<file path="config.mk">
export PLATFORM = sky130hd
export DESIGN_NAME = lcs_channel
export DESIGN_NICKNAME = d
export VERILOG_FILES = /design/src/lcs_pkg.sv /design/src/lcs_tick.sv /design/src/lcs_channel.sv
export SDC_FILE = /design/constraint.sdc
export NUM_CORES = 1
export LEC_CHECK = 0
export BUFFER_PORTS_ARGS = -buffer_cell sky130_fd_sc_hd__buf_2
export CORE_UTILIZATION = 35
export CTS_CLUSTER_DIAMETER = 100
export DETAILED_ROUTE_END_ITERATION = 10
export GPL_ROUTABILITY_DRIVEN = 0
export PLACE_DENSITY = 0.58
export SLEW_MARGIN = 20
export SYNTH_ARGS = -nofsm -noshare
export SYNTH_HDL_FRONTEND = slang
export SYNTH_SLANG_ARGS = --single-unit
</file>
<file path="constraint.sdc">
create_clock -name clk -period 3 [get_ports clk]
set_input_delay 0.15 -clock clk [delete_from_list [all_inputs] [get_ports clk]]
set_output_delay 0.15 -clock clk [all_outputs]
set_load 0.05 [all_outputs]
</file>
<file path="src/lcs_pkg.sv">
// Package of constants for the first LED channel configuration and sequencer.
// Assumes an 8-bit register port driven by the device's serial control front end.
package lcs_pkg;
	// ********************************************************
	// Register offsets
	// ********************************************************
	localparam logic [7:0] ADDR_CURRENT_RAMP = 8'h47;
	localparam logic [7:0] ADDR_PHASE_ONE    = 8'h48;
	localparam logic [7:0] ADDR_PHASE_TWO    = 8'h49;
	localparam logic [7:0] ADDR_PHASE_THREE  = 8'h4a;
	localparam logic [7:0] ADDR_PHASE_FOUR   = 8'h4b;
	localparam logic [7:0] ADDR_PERIOD       = 8'h4c;
	localparam logic [7:0] ADDR_DUTY         = 8'h4d;
	localparam logic [7:0] ADDR_LIT_TIME     = 8'h4e;

	// ********************************************************
	// Field layout and reset values
	// ********************************************************
	localparam int         RAMP_BIT        = 5;
	localparam logic [7:0] MASK_CURRENT    = 8'h2f;
	localparam logic [7:0] MASK_TIME7      = 8'h7f;
	localparam logic [7:0] MASK_FIVE       = 8'h1f;
	localparam logic [7:0] RESET_VALUE     = 8'h00;

	// ********************************************************
	// Timing
	// ********************************************************
	localparam int CLK_HZ          = 50_000_000;
	localparam int TICK_MS         = 64;
	localparam int TICK_CYCLES     = CLK_HZ / 1000 * TICK_MS;
	localparam int DUTY_PERIOD_MS  = 8;
	localparam int DUTY_SLOT_CYCLES = CLK_HZ / 1000 * DUTY_PERIOD_MS / 32;

	// Sequencer states, Gray coded along the phase order
	typedef enum logic [2:0] {
		SEQ_ONE   = 3'h0,
		SEQ_TWO   = 3'h1,
		SEQ_THREE = 3'h3,
		SEQ_FOUR  = 3'h2,
		SEQ_REST  = 3'h6
	} lcs_seq_e;
endpackage

</file>
<file path="src/lcs_tick.sv">
// Divider that produces one-cycle tick pulses every DIV cycles.
// Assumes a single clock and synchronous active high reset.
`timescale 1ns/1ps
module lcs_tick #(
	parameter int DIV = 16
) (
	// Clock and reset
	input  wire logic clk,
	input  wire logic sys_rst,
	// Tick pulse
	output logic      tick
);
	// Refuse a divide ratio that the wrap compare cannot serve
	if (DIV < 2) begin : g_div_check
		$error("lcs_tick: DIV must be at least 2");
	end

	logic [31:0] cnt_r;
	wire         wrap = (cnt_r == 32'(DIV - 1));

	// Free-running count; tick registered so it leaves straight from a flop
	always_ff @(posedge clk) begin
		if (sys_rst) begin
			cnt_r <= '0;
			tick  <= 1'b0;
		end else begin
			cnt_r <= wrap ? '0 : cnt_r + 32'h1;
			tick  <= wrap;
		end
	end
endmodule

</file>
<file path="src/lcs_channel.sv">
// First LED channel: configuration registers, phase sequencer and duty output.
// Assumes a register port decoded by the serial control interface, one cycle wide.
`timescale 1ns/1ps
module lcs_channel #(
	parameter int TICK_CYCLES = lcs_pkg::TICK_CYCLES,
	parameter int SLOT_CYCLES = lcs_pkg::DUTY_SLOT_CYCLES
) (
	// Clock and reset
	input  wire logic       clk,
	input  wire logic       sys_rst,
	// Register port
	input  wire logic [7:0] reg_addr,
	input  wire logic       reg_wr,
	input  wire logic [7:0] reg_wdata,
	input  wire logic       reg_rd,
	output logic      [7:0] reg_rdata,
	// Settings to the current sink
	output logic      [3:0] first_led_sink_level,
	output logic            first_led_ramp_on,
	// Sequencer status and drive
	output logic      [2:0] seq_phase,
	output logic            first_led_drive_signal
);
	// Refuse dividers that the tick counters cannot serve
	if (TICK_CYCLES < 2 || SLOT_CYCLES < 2) begin : g_div_check
		$error("lcs_channel: divider too small");
	end

	// ********************************************************
	// Register file
	// ********************************************************
	logic [7:0] ctl_r, t1_r, t2_r, t3_r, t4_r, tp_r, duty_r, lit_r;

	// Mask per address; zero means unmapped
	function automatic logic [7:0] wmask(input logic [7:0] a);
		if (a == lcs_pkg::ADDR_CURRENT_RAMP) return lcs_pkg::MASK_CURRENT;
		else if (a >= lcs_pkg::ADDR_PHASE_ONE && a <= lcs_pkg::ADDR_PERIOD)
			return lcs_pkg::MASK_TIME7;
		else if (a == lcs_pkg::ADDR_DUTY || a == lcs_pkg::ADDR_LIT_TIME)
			return lcs_pkg::MASK_FIVE;
		else return 8'h00;
	endfunction

	wire [7:0] wdat_m = reg_wdata & wmask(reg_addr);
	wire       wr_ctl = reg_wr && reg_addr == lcs_pkg::ADDR_CURRENT_RAMP;
	wire       wr_t1  = reg_wr && reg_addr == lcs_pkg::ADDR_PHASE_ONE;
	wire       wr_t2  = reg_wr && reg_addr == lcs_pkg::ADDR_PHASE_TWO;
	wire       wr_t3  = reg_wr && reg_addr == lcs_pkg::ADDR_PHASE_THREE;
	wire       wr_t4  = reg_wr && reg_addr == lcs_pkg::ADDR_PHASE_FOUR;
	wire       wr_tp  = reg_wr && reg_addr == lcs_pkg::ADDR_PERIOD;
	wire       wr_dt  = reg_wr && reg_addr == lcs_pkg::ADDR_DUTY;
	wire       wr_lt  = reg_wr && reg_addr == lcs_pkg::ADDR_LIT_TIME;

	// Stored bits are pre-masked, so reserved bits stay zero
	always_ff @(posedge clk) begin
		if (sys_rst) begin
			ctl_r  <= lcs_pkg::RESET_VALUE;
			t1_r   <= lcs_pkg::RESET_VALUE;
			t2_r   <= lcs_pkg::RESET_VALUE;
			t3_r   <= lcs_pkg::RESET_VALUE;
			t4_r   <= lcs_pkg::RESET_VALUE;
			tp_r   <= lcs_pkg::RESET_VALUE;
			duty_r <= lcs_pkg::RESET_VALUE;
			lit_r  <= lcs_pkg::RESET_VALUE;
		end else begin
			if (wr_ctl) ctl_r  <= wdat_m;
			if (wr_t1)  t1_r   <= wdat_m;
			if (wr_t2)  t2_r   <= wdat_m;
			if (wr_t3)  t3_r   <= wdat_m;
			if (wr_t4)  t4_r   <= wdat_m;
			if (wr_tp)  tp_r   <= wdat_m;
			if (wr_dt)  duty_r <= wdat_m;
			if (wr_lt)  lit_r  <= wdat_m;
		end
	end

	// Read mux; unmapped addresses answer zero
	wire [7:0] rd_mux =
		(reg_addr == lcs_pkg::ADDR_CURRENT_RAMP) ? ctl_r :
		(reg_addr == lcs_pkg::ADDR_PHASE_ONE)    ? t1_r  :
		(reg_addr == lcs_pkg::ADDR_PHASE_TWO)    ? t2_r  :
		(reg_addr == lcs_pkg::ADDR_PHASE_THREE)  ? t3_r  :
		(reg_addr == lcs_pkg::ADDR_PHASE_FOUR)   ? t4_r  :
		(reg_addr == lcs_pkg::ADDR_PERIOD)       ? tp_r  :
		(reg_addr == lcs_pkg::ADDR_DUTY)         ? duty_r :
		(reg_addr == lcs_pkg::ADDR_LIT_TIME)     ? lit_r : 8'h00;

	// Read data registered one cycle after the strobe and held
	always_ff @(posedge clk) begin
		if (sys_rst) reg_rdata <= 8'h00;
		else if (reg_rd) reg_rdata <= rd_mux & wmask(reg_addr);
	end

	// Settings out, registered copies of the fields
	always_ff @(posedge clk) begin
		if (sys_rst) begin
			first_led_sink_level <= 4'h0;
			first_led_ramp_on    <= 1'b0;
		end else begin
			first_led_sink_level <= ctl_r[3:0];
			first_led_ramp_on    <= ctl_r[lcs_pkg::RAMP_BIT];
		end
	end

	// ********************************************************
	// Time bases
	// ********************************************************
	logic tick_64, tick_slot;

	lcs_tick #(.DIV(TICK_CYCLES)) u_tick64 (
		.clk     (clk),
		.sys_rst (sys_rst),
		.tick    (tick_64)
	);
	lcs_tick #(.DIV(SLOT_CYCLES)) u_slot (
		.clk     (clk),
		.sys_rst (sys_rst),
		.tick    (tick_slot)
	);

	// ********************************************************
	// Phase sequencer
	// ********************************************************
	lcs_pkg::lcs_seq_e st_r, st_nxt;
	logic [6:0]        ph_cnt_r;
	logic [6:0]        per_cnt_r;
	logic [4:0]        lit_cnt_r;

	wire [6:0] ph_len =
		(st_r == lcs_pkg::SEQ_ONE)   ? t1_r[6:0] :
		(st_r == lcs_pkg::SEQ_TWO)   ? t2_r[6:0] :
		(st_r == lcs_pkg::SEQ_THREE) ? t3_r[6:0] :
		(st_r == lcs_pkg::SEQ_FOUR)  ? t4_r[6:0] : 7'h7f;
	// Leave on the tick that completes the phase, so each phase is whole ticks long
	// after a period restart too; a zero length phase still costs one clock
	wire ph_last  = tick_64 && (ph_cnt_r + 7'h1 >= ph_len);
	wire ph_done  = (ph_len == 7'h00) || ph_last;
	wire per_done = tick_64 && (per_cnt_r + 7'h1 >= tp_r[6:0]);

	// Next phase: order one, two, three, four, then rest until the period ends
	always_comb begin
		st_nxt = st_r;
		case (st_r)
			lcs_pkg::SEQ_ONE:   if (ph_done) st_nxt = lcs_pkg::SEQ_TWO;
			lcs_pkg::SEQ_TWO:   if (ph_done) st_nxt = lcs_pkg::SEQ_THREE;
			lcs_pkg::SEQ_THREE: if (ph_done) st_nxt = lcs_pkg::SEQ_FOUR;
			lcs_pkg::SEQ_FOUR:  if (ph_done) st_nxt = lcs_pkg::SEQ_REST;
			default:            st_nxt = lcs_pkg::SEQ_REST;
		endcase
		if (per_done) st_nxt = lcs_pkg::SEQ_ONE;
	end

	// Phase counters advance only on the 64 ms tick
	always_ff @(posedge clk) begin
		if (sys_rst) begin
			st_r      <= lcs_pkg::SEQ_ONE;
			ph_cnt_r  <= 7'h00;
			per_cnt_r <= 7'h00;
		end else begin
			st_r <= st_nxt;
			if (st_nxt != st_r || per_done) ph_cnt_r <= 7'h00;
			else if (tick_64 && ph_cnt_r != 7'h7f) ph_cnt_r <= ph_cnt_r + 7'h1;
			if (per_done) per_cnt_r <= 7'h00;
			else if (tick_64) per_cnt_r <= per_cnt_r + 7'h1;
		end
	end

	// Lit time counts from period start, clamped at its limit
	always_ff @(posedge clk) begin
		if (sys_rst) lit_cnt_r <= 5'h00;
		else if (per_done) lit_cnt_r <= 5'h00;
		else if (tick_64 && lit_cnt_r != 5'h1f) lit_cnt_r <= lit_cnt_r + 5'h1;
	end

	// ********************************************************
	// Duty output
	// ********************************************************
	logic [4:0] slot_r;
	wire        duty_hi = (slot_r <= duty_r[4:0]); // (value+1) slots of 32
	wire        lit_win = (lit_cnt_r < lit_r[4:0]);

	always_ff @(posedge clk) begin
		if (sys_rst) begin
			slot_r                 <= 5'h00;
			seq_phase              <= 3'h0;
			first_led_drive_signal <= 1'b0;
		end else begin
			if (tick_slot) slot_r <= slot_r + 5'h1; // 32 slots wrap in 8 ms
			seq_phase              <= st_r;
			first_led_drive_signal <= duty_hi && lit_win;
		end
	end

	// ********************************************************
	// Checks
	// ********************************************************
	property p_reserved_bit_zero;
		@(posedge clk) disable iff (sys_rst)
		reg_rd && reg_addr == lcs_pkg::ADDR_CURRENT_RAMP |=> reg_rdata[7:6] == 2'b00 && !reg_rdata[4];
	endproperty
	a_reserved_bit_zero: assert property (p_reserved_bit_zero) else $error("reserved bit read nonzero");

	property p_ramp;
		@(posedge clk) disable iff (sys_rst)
		wr_ctl |=> ##1 first_led_ramp_on == $past(reg_wdata[5], 2);
	endproperty
	a_ramp: assert property (p_ramp) else $error("ramp bit not applied");

	property p_level;
		@(posedge clk) disable iff (sys_rst)
		wr_ctl |=> ##1 first_led_sink_level == $past(reg_wdata[3:0], 2);
	endproperty
	a_level: assert property (p_level) else $error("current code not applied");

	property p_t1_store;
		@(posedge clk) disable iff (sys_rst)
		wr_t1 |=> t1_r == {1'b0, $past(reg_wdata[6:0])};
	endproperty
	a_t1_store: assert property (p_t1_store) else $error("phase one length wrong");

	property p_tp_store;
		@(posedge clk) disable iff (sys_rst)
		wr_tp |=> tp_r == {1'b0, $past(reg_wdata[6:0])};
	endproperty
	a_tp_store: assert property (p_tp_store) else $error("period length wrong");

	property p_reset;
		@(posedge clk) sys_rst |=> ctl_r == 8'h00 && t1_r == 8'h00 && reg_rdata == 8'h00;
	endproperty
	a_reset: assert property (p_reset) else $error("reset value nonzero");

	property p_readback;
		@(posedge clk) disable iff (sys_rst)
		reg_rd && !reg_wr && reg_addr == lcs_pkg::ADDR_PHASE_TWO |=> reg_rdata == t2_r;
	endproperty
	a_readback: assert property (p_readback) else $error("readback mismatch");

	property p_order;
		@(posedge clk) disable iff (sys_rst)
		st_r == lcs_pkg::SEQ_ONE && !per_done && st_nxt != st_r |-> st_nxt == lcs_pkg::SEQ_TWO;
	endproperty
	a_order: assert property (p_order) else $error("phase order broken");

	property p_full_duty;
		@(posedge clk) disable iff (sys_rst)
		duty_r[4:0] == 5'h1f && lit_win |=> first_led_drive_signal;
	endproperty
	a_full_duty: assert property (p_full_duty) else $error("full duty not high");

	property p_lit_zero;
		@(posedge clk) disable iff (sys_rst)
		lit_r[4:0] == 5'h00 |=> !first_led_drive_signal;
	endproperty
	a_lit_zero: assert property (p_lit_zero) else $error("zero lit time drove");
endmodule

</file>
# ---- After elaboration in Yosys (flattened, before gate mapping)
# Index checks and enable logic that the tools add are counted.
dict set report op_classes {
  n_eq_ne 16
  addsub 6
  muxes 23
  n_reduce_logical 23
  n_lt_le_gt_ge 6
  n_bitwise 2
}
# op n
set ops {}
lappend ops {{8-bit 2-to-1 mux} 10}
lappend ops {{32-bit by 1-bit adder with 32-bit output (second input constant)} 2}
lappend ops {{8-bit by 7-bit == test with 1-bit output (second input constant)} 8}
lappend ops {{7-bit 2-to-1 mux} 6}
lappend ops {{32-bit by 14-bit == test with 1-bit output (second input constant)} 1}
lappend ops {{32-bit by 22-bit == test with 1-bit output (second input constant)} 1}
lappend ops {{8-bit AND} 2}
lappend ops {{3-bit 2-to-1 mux} 5}
lappend ops {{7-bit by 1-bit adder with 7-bit output (second input constant)} 2}
lappend ops {{7-bit greater-or-equal comparator} 2}
lappend ops {{1-bit logical AND} 14}
lappend ops {{3-bit case mux with 4 select lines} 1}
lappend ops {{5-bit by 1-bit adder with 5-bit output (second input constant)} 2}
lappend ops {{8-bit by 7-bit greater-or-equal comparator with 1-bit output (second input constant)} 1}
lappend ops {{8-bit by 7-bit <= comparator with 1-bit output (second input constant)} 1}
lappend ops {{2-bit OR reduction} 4}
lappend ops {{7-bit logical NOT} 1}
lappend ops {{7-bit inequality test (second input constant)} 1}
lappend ops {{3-bit by 2-bit == test with 1-bit output (second input constant)} 2}
lappend ops {{5-bit <= comparator} 1}
lappend ops {{5-bit less-than comparator} 1}
lappend ops {{5-bit 2-to-1 mux} 1}
lappend ops {{5-bit inequality test (second input constant)} 1}
lappend ops {{3-bit by 1-bit == test with 1-bit output (second input constant)} 1}
lappend ops {{other kinds (3)} 5}
dict set report totals {
  register_bits 174
  inputBits 20
}

# ---- Depth between registers and ports, before layout
# Gate-level depths: netlist of the first run.
dict set report depth {
  word_depth 14
  ltp_mapped 11
}

# ---- Modules after synthesis
# From an unflattened synthesis of the first run, not the netlist that was laid out.
dict set report hier_totals {
  cells_unflattened 947
  area_unflattened_um2 8240.4
}
# mod instances seq_area_each_um2 area_each_um2 cells_each
set modules_own_cells {}
lappend modules_own_cells {lcs_channel 1 1861.8 5021.1 574}
lappend modules_own_cells {{lcs_tick (u_tick64)} 1 660.6 1635.3 192}
lappend modules_own_cells {{lcs_tick (u_slot)} 1 660.6 1584.0 181}

# ---- Least setup slack after synthesis of the first run
# Ideal clock, no wire load.
dict set report synth_timing {
  path_type {reg2reg}
  startpoint {register st_r[0]}
  endpoint {register st_r[0]}
  arrival_ns 2.550
  slack_ns 0.336
  path_stages_with_launch 12
  path_cell_list {dfxtp_1 > clkbuf_2 > buf_6 > mux4_2 > or2_2 > ha_1 > nor2b_1 > o21ai_0 > a41oi_1 > o22ai_1 > nor2_1 > a2111oi_0}
}
dict set report synth_via {
  elab_chain_cells 11
}
# element line_no
set synth_rtl {}
lappend synth_rtl {{start: declaration} lcs_channel.sv:124} ;# lcs_pkg::lcs_seq_e st_r, st_nxt;
lappend synth_rtl {{start signal: assignment} lcs_channel.sv:156} ;# st_r <= lcs_pkg::SEQ_ONE;
lappend synth_rtl {{start signal: assignment} lcs_channel.sv:160} ;# st_r <= st_nxt;
lappend synth_rtl {{3-bit by 2-bit == test with 1-bit output} {lcs_channel.sv:133, lcs_channel.sv:143}}
lappend synth_rtl {{7-bit 2-to-1 mux} lcs_channel.sv:133} ;# (st_r == lcs_pkg::SEQ_FOUR) ? t4_r[6:0] : 7'h7f;
lappend synth_rtl {{7-bit 2-to-1 mux} lcs_channel.sv:132} ;# (st_r == lcs_pkg::SEQ_THREE) ? t3_r[6:0] :
lappend synth_rtl {{7-bit 2-to-1 mux} lcs_channel.sv:131} ;# (st_r == lcs_pkg::SEQ_TWO) ? t2_r[6:0] :
lappend synth_rtl {{7-bit 2-to-1 mux} lcs_channel.sv:130} ;# (st_r == lcs_pkg::SEQ_ONE) ? t1_r[6:0] :
lappend synth_rtl {{7-bit greater-or-equal comparator} lcs_channel.sv:136} ;# wire ph_last = tick_64 && (ph_cnt_r + 7'h1 >= ph_len);
lappend synth_rtl {{1-bit logical AND} lcs_channel.sv:136}
lappend synth_rtl {{1-bit logical OR} lcs_channel.sv:137} ;# wire ph_done = (ph_len == 7'h00) || ph_last;
lappend synth_rtl {{3-bit 2-to-1 mux, on equally long branches} -}
lappend synth_rtl {{3-bit case mux with 4 select lines (*)} lcs_channel.sv:143} ;# case (st_r)
lappend synth_rtl {{3-bit 2-to-1 mux (*)} lcs_channel.sv:150} ;# if (per_done) st_nxt = lcs_pkg::SEQ_ONE;
# Every way passes the cells marked *; elsewhere a longest branch is shown, timed or not.
# A chain may end at the register's enable or synchronous reset.

# ---- Worst setup path in the final report of the first run
dict set report layout_timing {
  startpoint {register st_r[0]}
  endpoint {register ph_cnt_r[6]}
}
dict set report layout_via {
  elab_chain_cells 14
}
# element line_no
set layout_rtl {}
lappend layout_rtl {{3-bit by 2-bit == test with 1-bit output} {lcs_channel.sv:133, lcs_channel.sv:143}}
lappend layout_rtl {{7-bit 2-to-1 mux} lcs_channel.sv:133}
lappend layout_rtl {{7-bit 2-to-1 mux} lcs_channel.sv:132}
lappend layout_rtl {{7-bit 2-to-1 mux} lcs_channel.sv:131}
lappend layout_rtl {{7-bit 2-to-1 mux} lcs_channel.sv:130}
lappend layout_rtl {{7-bit greater-or-equal comparator} lcs_channel.sv:136}
lappend layout_rtl {{1-bit logical AND} lcs_channel.sv:136}
lappend layout_rtl {{1-bit logical OR} lcs_channel.sv:137}
lappend layout_rtl {{3-bit 2-to-1 mux, on equally long branches} -}
lappend layout_rtl {{3-bit case mux with 4 select lines} lcs_channel.sv:143}
lappend layout_rtl {{3-bit 2-to-1 mux} lcs_channel.sv:150}
lappend layout_rtl {{3-bit inequality test (*)} lcs_channel.sv:161} ;# if (st_nxt != st_r || per_done) ph_cnt_r <= 7'h00;
lappend layout_rtl {{1-bit logical OR (*)} lcs_channel.sv:161}
lappend layout_rtl {{2-bit OR reduction (no line) (*)} -}
lappend layout_rtl {{end signal: assignment} lcs_channel.sv:162} ;# else if (tick_64 && ph_cnt_r != 7'h7f) ph_cnt_r <= ph_cnt_r + 7'h1;
lappend layout_rtl {{end: declaration} lcs_channel.sv:125} ;# logic [6:0] ph_cnt_r;
# Marks and branches as above.

==> flow_summary.html, run 1 <==
<table>
<tr><th>Metric</th><th>Value</th></tr>
<tr><th colspan="2">Worst setup path</th></tr>
<tr><td>Flop-to-flop setup slack</td><td>0.34 ns</td></tr>
<tr><td>Length in cells of the worst reg-to-reg path</td><td>10</td></tr>
<tr><td>Type of element launching the critical path</td><td>flop</td></tr>
<tr><td>Launching instance or port of the critical path</td><td>st_r[0]</td></tr>
<tr><td>Kind of critical path</td><td>reg2reg</td></tr>
<tr><td>Required time at the worst-slack endpoint</td><td>3.34 ns</td></tr>
<tr><td>Endpoint type of the worst setup path</td><td>flop</td></tr>
<tr><td>Highest fanout seen on the critical path</td><td>12</td></tr>
<tr><td>Capture point of the critical path</td><td>ph_cnt_r[6]</td></tr>
<tr><td>WP data arrival</td><td>3.00 ns</td></tr>
<tr><td>Endpoint of the worst-slack reg-to-reg timing path</td><td>ph_cnt_r[6]</td></tr>
<tr><td>Launch point of the worst reg-to-reg path</td><td>st_r[0]</td></tr>
<tr><th colspan="2">Finish</th></tr>
<tr><td>Layout-stage area growth over the synthesis result</td><td>13.2%</td></tr>
<tr><td>Share of post-route cells with drive strength above 1</td><td>11.1%</td></tr>
<tr><td>Antenna diode instance count</td><td>0</td></tr>
<tr><td>Final layout net count</td><td>946</td></tr>
<tr><th colspan="2">Clock network</th></tr>
<tr><td>Clock tree from TritonCTS</td><td>done</td></tr>
<tr><td>CTS HTree Levels</td><td>4</td></tr>
<tr><td>Number of clock buffers inserted by TritonCTS</td><td>17</td></tr>
<tr><td>CTS clock-pin slew for the worst setup and hold paths</td><td>0.07 ns</td></tr>
<tr><td>Clk buf depth</td><td>2</td></tr>
<tr><td>Clock latency of the later-clocked register in the worst-skew pair</td><td>0.43 ns</td></tr>
<tr><td>Buffers inserted by post-CTS timing repair</td><td>0</td></tr>
<tr><td>Clock root buffer</td><td>sky130_fd_sc_hd__clkbuf_16</td></tr>
<tr><td>Clock sink count</td><td>159</td></tr>
<tr><th colspan="2">Die</th></tr>
<tr><td>Starting density of the core</td><td>35.7%</td></tr>
<tr><td>Vertical die dimension</td><td>151 µm</td></tr>
<tr><td>Core Region</td><td>0.0218 mm²</td></tr>
<tr><td>IO Count</td><td>37</td></tr>
<tr><td>Number of cell rows</td><td>54</td></tr>
<tr><td>Area enclosed by the die boundary</td><td>0.0228 mm²</td></tr>
<tr><td>Width of the die</td><td>151 µm</td></tr>
<tr><th colspan="2">Logic synthesis</th></tr>
<tr><td>Flip-flop cell with the highest count after synthesis</td><td>sky130_fd_sc_hd__dfxtp_1</td></tr>
<tr><td>Distinct cell type count after synthesis</td><td>63</td></tr>
<tr><td>Synth warnings</td><td>0</td></tr>
<tr><td>Synthesized area</td><td>0.00776 mm²</td></tr>
<tr><td>Cell count after synthesis</td><td>877</td></tr>
<tr><td>Commonest cells in the synthesized netlist</td><td>161 x sky130_fd_sc_hd__nor2_1, 159 x sky130_fd_sc_hd__dfxtp_1, 64 x sky130_fd_sc_hd__xor2_1, 57 x sky130_fd_sc_hd__nand2_1, 56 x sky130_fd_sc_hd__mux2i_1</td></tr>
<tr><td>Post-synth EDFFs</td><td>0</td></tr>
<tr><td>Net count after synthesis</td><td>927</td></tr>
<tr><td>Post-Syn Area per Cell</td><td>8.85 µm²</td></tr>
<tr><td>#FFs+latches synth</td><td>159</td></tr>
<tr><td>Post-synth top area share</td><td>41.0%</td></tr>
<tr><td>Share of the yosys chip area belonging to registers</td><td>41.0%</td></tr>
<tr><td>Share of synthesized registers carrying an async set or reset</td><td>0%</td></tr>
<tr><td>Most frequently used cell type in the post-synthesis netlist</td><td>sky130_fd_sc_hd__nor2_1</td></tr>
<tr><td>Ranking of synthesized cells by area</td><td>sky130_fd_sc_hd__dfxtp_1 41%, sky130_fd_sc_hd__nor2_1 7.8%, sky130_fd_sc_hd__mux2i_1 7.2%</td></tr>
<tr><td>Library cell occupying the most area in the post-synthesis netlist</td><td>sky130_fd_sc_hd__dfxtp_1</td></tr>
<tr><th colspan="2">Routing</th></tr>
<tr><td>Final ANT Viol Nets</td><td>0</td></tr>
<tr><td>Number of vias in the routed layout</td><td>5883</td></tr>
<tr><td>Number of detailed-route iterations in the first pass</td><td>6</td></tr>
<tr><td>Routed wire length</td><td>16.5 mm</td></tr>
<tr><td>Per-cell routed wire length</td><td>13.9 µm</td></tr>
<tr><td>Vias per cell</td><td>4.95</td></tr>
<tr><td>Post-route DRC violation count</td><td>0</td></tr>
<tr><td>Detailed Route Iter0 Violations</td><td>305</td></tr>
<tr><th colspan="2">Global routing</th></tr>
<tr><td>First-pass GRT wire length</td><td>28.0 mm</td></tr>
<tr><td>Number of global-route vias before repair</td><td>5636</td></tr>
<tr><td>Maximum number of pins on one net before global-route repair</td><td>71</td></tr>
<tr><td>Final global-route overflow total</td><td>0</td></tr>
<tr><td>Total global-route track usage</td><td>15.5%</td></tr>
<tr><td>Initial antenna violation count</td><td>0</td></tr>
<tr><th colspan="2">Place</th></tr>
<tr><td>Detailed placer's ending HPWL</td><td>11.3 mm</td></tr>
<tr><td>Number of buffers added on ports</td><td>34</td></tr>
<tr><th colspan="2">Min path</th></tr>
<tr><td>Hold WC Path Type</td><td>in2reg</td></tr>
<tr><th colspan="2">Timing</th></tr>
<tr><td>Number of pins with negative max-slew slack in the final report</td><td>0</td></tr>
<tr><td>Worst setup skew after layout</td><td>0.0157 ns</td></tr>
<tr><td>Share of the clock period used by the worst path after layout</td><td>88.6%</td></tr>
<tr><td>Relative max-transition margin</td><td>49.3%</td></tr>
<tr><td>Tightest Pin Transition</td><td>0.761 ns</td></tr>
<tr><td>Fin Setup TNS</td><td>0 ns</td></tr>
<tr><td>Final Hold Fails</td><td>0</td></tr>
<tr><td>Minimum clock period after layout</td><td>2.66 ns</td></tr>
<tr><td>Unrepaired setup endpoints after global routing</td><td>false</td></tr>
<tr><td>Fmax</td><td>0.376 GHz</td></tr>
<tr><td>Final setup violation count</td><td>0</td></tr>
<tr><th colspan="2">Outcome</th></tr>
<tr><td>Result of the run</td><td>finished, final reports clean</td></tr>
<tr><th colspan="2">Power</th></tr>
<tr><td>Power density normalized to cell area</td><td>564 mW/mm²</td></tr>
<tr><td>Static leakage</td><td>3.57 nW</td></tr>
<tr><td>Overall power after layout</td><td>4.95 mW</td></tr>
<tr><td>Peak supply drop</td><td>466 µV</td></tr>
<tr><th colspan="2">Flow run</th></tr>
<tr><td>Count of max-cap constraint violations</td><td>0</td></tr>
</table>
[final cells by class]
cell class                      count  area (µm²)
Fill cell                        2194       13000
Multi-Input combinational cell    647        4280
Sequential cell                   159        3180
Clock buffer                       18         439
Tap cell                          280         350
Timing Repair Buffer               46         273
Clock inverter                     14         169
Inverter                           25        93.8
[critical path, stage by stage (launching register included)]
cell and delay [ns]:
sky130_fd_sc_hd__dfxtp_1 0.35, sky130_fd_sc_hd__buf_4 0.24, sky130_fd_sc_hd__mux2i_1 0.23, sky130_fd_sc_hd__a22o_1 0.21, sky130_fd_sc_hd__ha_1 0.25, sky130_fd_sc_hd__a21o_1 0.16, sky130_fd_sc_hd__a211o_1 0.28, sky130_fd_sc_hd__a41oi_1 0.18
sky130_fd_sc_hd__o22ai_1 0.18, sky130_fd_sc_hd__o21a_1 0.30, sky130_fd_sc_hd__nor3_1 0.19
[power breakdown]
part | internal [mW] | leakage [nW] | switching [mW]
sequential | 2.14 | 1.28 | 0.0332
clock | 1.28 | 0.298 | 0.970
combinational | 0.195 | 1.99 | 0.330
total | 3.62 | 3.57 | 1.33
[placed cells by master (no fill, tap or decap), drive strengths merged, types with 8 or more instances in the layout]
cell,count
a21oi,26
and3,16
buf,41
clkbuf,18
dfxtp,159
ha,30
inv,35
mux2i,56
nand2,59
nand3,45
nand4,19
nor2,166
nor2b,19
nor3,16
nor4,12
o21ai,10
o22ai,8
xnor2,23
xor2,64
[how the worst min path moves through the flow]
| stage | endpoint | slack [ns] | from | cells after the start |
|---|---|---|---|---|
| 6_report | u_tick64.cnt_r[8] | 0.03 | sys_rst | 2 |
| 5_1_grt | slot_r[1] | 0.05 | sys_rst | 2 |
| 3_3_place_gp | ctl_r[0] | 0.42 | reg_wdata[0] | 3 |
| 2_1_floorplan | ctl_r[0] | 0.30 | reg_wdata[0] | 2 |
| 4_1_cts | u_tick64.cnt_r[8] | 0.03 | sys_rst | 2 |
| 3_5_place_dp | ctl_r[2] | 0.43 | reg_wdata[2] | 3 |
[logic make-up (layout without fill, tap and decap cells)]
kind of cell,after synthesis,in the layout,synth area share (%)
muxes,65,65,9.55
buffers and inverters,71,103,3.95
adders and majority gates,30,30,4.84
other,1,1,0.0483
and+or+nand+nor,388,388,24.4
DFF,159,159,41.0
xor gates and xnor gates,87,87,9.82
AOI/OAI and AO/OA,76,76,6.39
[routing by layer]
layer | part of all wire [%] | GRT usage [%]
met3 | 3.7 | 3.13
met4 | 1.3 | 4.80
met1 | 49 | 21.2
met5 | 0 | 0
met2 | 46 | 24.4
[metrics by stage]
stage                     hold slack, ns  cells  area (µm²)  setup slack (ns)  utilization (%)
after floorplan                    0.297    877        7760             0.336                -
after global placement             0.421   1152        8120             0.324             37.3
after detailed placement           0.427   1152        8120             0.287             37.3
after CTS                         0.0326   1189        8780             0.231             40.3
after global routing              0.0451   1189        8780            0.0246             40.4
final                             0.0326   1189        8780             0.342             40.4
[flip-flops by register name, indices dropped and copies added, names as in the netlist, 7 cells and up]
signal,count
per_cnt_r,7
t4_r,7
u_slot.cnt_r,32
t1_r,7
ph_cnt_r,7
t2_r,7
reg_rdata,7
t3_r,7
tp_r,7
u_tick64.cnt_r,32
[what timing repair did]
action | in CTS | in global routing
endpoints found under the setup margin | 0 | 15
endpoints found under the hold margin | 5 | 0
hold buffers | 5 | 0
gates resized for setup | 0 | 2
No activity file was read; power rests on OpenSTA's default activity.
==> run 2, diff against run 1 <==
REMOVE_ABC_BUFFERS = 1   (was unset)
==> flow_summary.html, run 2 (synthesis gave the netlist of run 1 again) <==
<table>
<tr><th>Metric</th><th>Value</th></tr>
<tr><th colspan="2">Timing</th></tr>
<tr><td>Final setup slack of the worst path</td><td>0.271 ns</td></tr>
<tr><td>Unrepaired setup endpoints after global routing</td><td>false</td></tr>
<tr><td>Minimum clock period after layout</td><td>2.73 ns</td></tr>
<tr><td>Worst setup skew after layout</td><td>0.00974 ns</td></tr>
<tr><td>Tightest Pin Transition</td><td>0.627 ns</td></tr>
<tr><td>Relative max-transition margin</td><td>57.9%</td></tr>
<tr><td>Final setup violation count</td><td>0</td></tr>
<tr><td>Share of the clock period used by the worst path after layout</td><td>91.0%</td></tr>
<tr><td>Fmax</td><td>0.366 GHz</td></tr>
<tr><td>Fin Setup TNS</td><td>0 ns</td></tr>
<tr><td>Number of pins with negative max-slew slack in the final report</td><td>0</td></tr>
<tr><td>Final Hold Fails</td><td>0</td></tr>
<tr><th colspan="2">Global routing</th></tr>
<tr><td>Initial antenna violation count</td><td>0</td></tr>
<tr><td>Number of global-route vias before repair</td><td>5594</td></tr>
<tr><td>Fraction of met2 tracks used by global routing</td><td>25.9%</td></tr>
<tr><td>Met1 usage</td><td>20.7%</td></tr>
<tr><td>First-pass GRT wire length</td><td>28.2 mm</td></tr>
<tr><td>Met3 Resource Use GR</td><td>3.31%</td></tr>
<tr><td>Total global-route track usage</td><td>16.0%</td></tr>
<tr><td>Maximum number of pins on one net before global-route repair</td><td>33</td></tr>
<tr><td>Top Usage Layer GRT</td><td>met2</td></tr>
<tr><td>Final global-route overflow total</td><td>0</td></tr>
<tr><th colspan="2">Power</th></tr>
<tr><td>Static leakage</td><td>3.57 nW</td></tr>
<tr><td>Peak supply drop</td><td>279 µV</td></tr>
<tr><td>Clock group share of total power</td><td>44.4%</td></tr>
<tr><td>Sw power</td><td>1.29 mW</td></tr>
<tr><td>Sw Ratio</td><td>26.5%</td></tr>
<tr><td>Power density normalized to cell area</td><td>554 mW/mm²</td></tr>
<tr><td>Internal Pwr Total</td><td>3.58 mW</td></tr>
<tr><td>Sequential fraction of design power</td><td>44.8%</td></tr>
<tr><td>Combinational share of power</td><td>10.8%</td></tr>
<tr><th colspan="2">Routing</th></tr>
<tr><td>Vias per cell</td><td>4.95</td></tr>
<tr><td>Post-route DRC violation count</td><td>0</td></tr>
<tr><td>Routed wire length</td><td>17.1 mm</td></tr>
<tr><td>Number of detailed-route iterations in the first pass</td><td>4</td></tr>
<tr><td>Final ANT Viol Nets</td><td>0</td></tr>
<tr><td>Per-cell routed wire length</td><td>14.3 µm</td></tr>
<tr><td>Detailed Route Iter0 Violations</td><td>314</td></tr>
<tr><td>Number of vias in the routed layout</td><td>5903</td></tr>
<tr><th colspan="2">Finish</th></tr>
<tr><td>Share of post-route cells with drive strength above 1</td><td>11.4%</td></tr>
<tr><td>Non-filler cells, final</td><td>1192</td></tr>
<tr><td>Leading cell type in the layout, fill and taps excluded</td><td>sky130_fd_sc_hd__nor2_1</td></tr>
<tr><td>Multi-input logic area</td><td>0.00427 mm²</td></tr>
<tr><td>Sequential cell area</td><td>0.00318 mm²</td></tr>
<tr><td>Antenna diode instance count</td><td>0</td></tr>
<tr><td>Final layout net count</td><td>950</td></tr>
<tr><td>Layout-stage area growth over the synthesis result</td><td>13.2%</td></tr>
<tr><td>Highest-count cells in the layout ignoring fill and taps</td><td>161 x sky130_fd_sc_hd__nor2_1, 159 x sky130_fd_sc_hd__dfxtp_1, 64 x sky130_fd_sc_hd__xor2_1, 57 x sky130_fd_sc_hd__nand2_1, 56 x sky130_fd_sc_hd__mux2i_1</td></tr>
<tr><td>Number of fill cells in the layout</td><td>2221</td></tr>
<tr><td>Top Registers</td><td>u_slot.cnt_r x32, u_tick64.cnt_r x32</td></tr>
<tr><th colspan="2">Flow run</th></tr>
<tr><td>Count of max-cap constraint violations</td><td>0</td></tr>
<tr><th colspan="2">Worst setup path</th></tr>
<tr><td>Capture point of the critical path</td><td>st_r[0]</td></tr>
<tr><td>Type of element launching the critical path</td><td>flop</td></tr>
<tr><td>Kind of critical path</td><td>reg2reg</td></tr>
<tr><td>Length in cells of the worst reg-to-reg path</td><td>9</td></tr>
<tr><td>WP data arrival</td><td>3.01 ns</td></tr>
<tr><td>Required time at the worst-slack endpoint</td><td>3.28 ns</td></tr>
<tr><td>Flop-to-flop setup slack</td><td>0.27 ns</td></tr>
<tr><td>Launching instance or port of the critical path</td><td>st_r[0]</td></tr>
<tr><td>Endpoint type of the worst setup path</td><td>flop</td></tr>
<tr><td>Highest fanout seen on the critical path</td><td>5</td></tr>
<tr><td>Endpoint of the worst-slack reg-to-reg timing path</td><td>st_r[0]</td></tr>
<tr><td>Launch point of the worst reg-to-reg path</td><td>st_r[0]</td></tr>
<tr><th colspan="2">Die</th></tr>
<tr><td>Width of the die</td><td>151 µm</td></tr>
<tr><td>Number of cell rows</td><td>54</td></tr>
<tr><td>IO Count</td><td>37</td></tr>
<tr><td>Starting density of the core</td><td>35.7%</td></tr>
<tr><td>Area enclosed by the die boundary</td><td>0.0228 mm²</td></tr>
<tr><td>Vertical die dimension</td><td>151 µm</td></tr>
<tr><td>Core Region</td><td>0.0218 mm²</td></tr>
<tr><th colspan="2">Clock network</th></tr>
<tr><td>Clock tree from TritonCTS</td><td>done</td></tr>
<tr><td>CTS clock-pin slew for the worst setup and hold paths</td><td>0.07 ns</td></tr>
<tr><td>Clk buf depth</td><td>2</td></tr>
<tr><td>Clock latency of the later-clocked register in the worst-skew pair</td><td>0.43 ns</td></tr>
<tr><td>Number of clock buffers inserted by TritonCTS</td><td>17</td></tr>
<tr><td>Clock sink count</td><td>159</td></tr>
<tr><td>Clock root buffer</td><td>sky130_fd_sc_hd__clkbuf_16</td></tr>
<tr><td>CTS HTree Levels</td><td>4</td></tr>
<tr><th colspan="2">Place</th></tr>
<tr><td>Worst Setup Slack post-DPL</td><td>0.294 ns</td></tr>
<tr><td>Detailed placer's ending HPWL</td><td>12.0 mm</td></tr>
<tr><td>Number of buffers added on ports</td><td>34</td></tr>
<tr><td>Number of instances in the placed design</td><td>1156</td></tr>
<tr><th colspan="2">Min path</th></tr>
<tr><td>Hold WC Path Type</td><td>in2reg</td></tr>
<tr><th colspan="2">Outcome</th></tr>
<tr><td>Result of the run</td><td>finished, final reports clean</td></tr>
</table>
run 2: cell count changes in the layout (fill, tap and decap cells not counted), sizes merged:
cell and delta:
buf +4, clkinv +1, inv -5, clkinvlp +4, clkbuf -1
run 2: through the flow:
| stage | power (mW) | hold slack (ns) | util [%] | instance area (µm²) |
|---|---|---|---|---|
| detailed placement | 2.76 | 0.429 | 37.5 | 8150 |
| global placement | 2.75 | 0.425 | 37.5 | 8150 |
| finish | 4.87 | 0.0917 | 40.4 | 8790 |
| global route | 5.08 | 0.0859 | 40.4 | 8790 |
| CTS | 4.94 | 0.0631 | 40.4 | 8780 |
| floorplan | 2.58 | 0.217 | - | 7550 |
run 2: repair_timing:
item                       4_1_cts  5_1_grt
hold buffers                     5        0
resized for setup                0        1
setup endpoints to repair        0        1
hold endpoints to repair         5        0
setup buffers                    0        0
run 2: layout make-up:
| type | count | share of cell area, % |
|---|---|---|
| clock inverter | 14 | 1.79 |
| sequential | 159 | 36.2 |
| clock buffer | 17 | 4.84 |
| multi-input combinational | 647 | 48.6 |
| timing repair buffer | 50 | 3.45 |
| inverter | 25 | 1.07 |
| tap | 280 | 3.99 |
run 2: power by group through the flow:
stage	Sequential [mW]	Combinational, mW	Clock, mW
after floorplan	2.28	0.297	0
after global placement	2.23	0.521	0
after detailed placement	2.23	0.527	0
after CTS	2.18	0.536	2.23
after global routing	2.19	0.585	2.31
final	2.18	0.526	2.16
run 2: metal layers:
metal  part of all wire [%]  routed length, µm
met2                     47               7980
met1                     49               8300
met3                    2.8                481
met5                      0                  0
met4                    1.7                291
run 2: worst max-delay path, stage by stage (launching register included):
cell and delay, ns:
sky130_fd_sc_hd__dfxtp_1 0.35, sky130_fd_sc_hd__mux4_2 0.51, sky130_fd_sc_hd__or2_2 0.28, sky130_fd_sc_hd__ha_1 0.28, sky130_fd_sc_hd__nor2b_1 0.04, sky130_fd_sc_hd__o21ai_0 0.16
sky130_fd_sc_hd__a41oi_1 0.14, sky130_fd_sc_hd__o22ai_1 0.34, sky130_fd_sc_hd__nor2_1 0.07, sky130_fd_sc_hd__a2111oi_0 0.42
run 2: how the worst min path moves through the flow:
stage	start	end	slack, ns	depth (start not counted)
floorplan	sys_rst	seq_phase[0]	0.22	1
global placement	reg_wdata[1]	ctl_r[1]	0.42	3
detailed placement	reg_wdata[1]	ctl_r[1]	0.43	3
CTS	reg_wr	ctl_r[1]	0.06	3
global route	reg_wr	ctl_r[3]	0.09	3
finish	reg_wr	ctl_r[1]	0.09	3
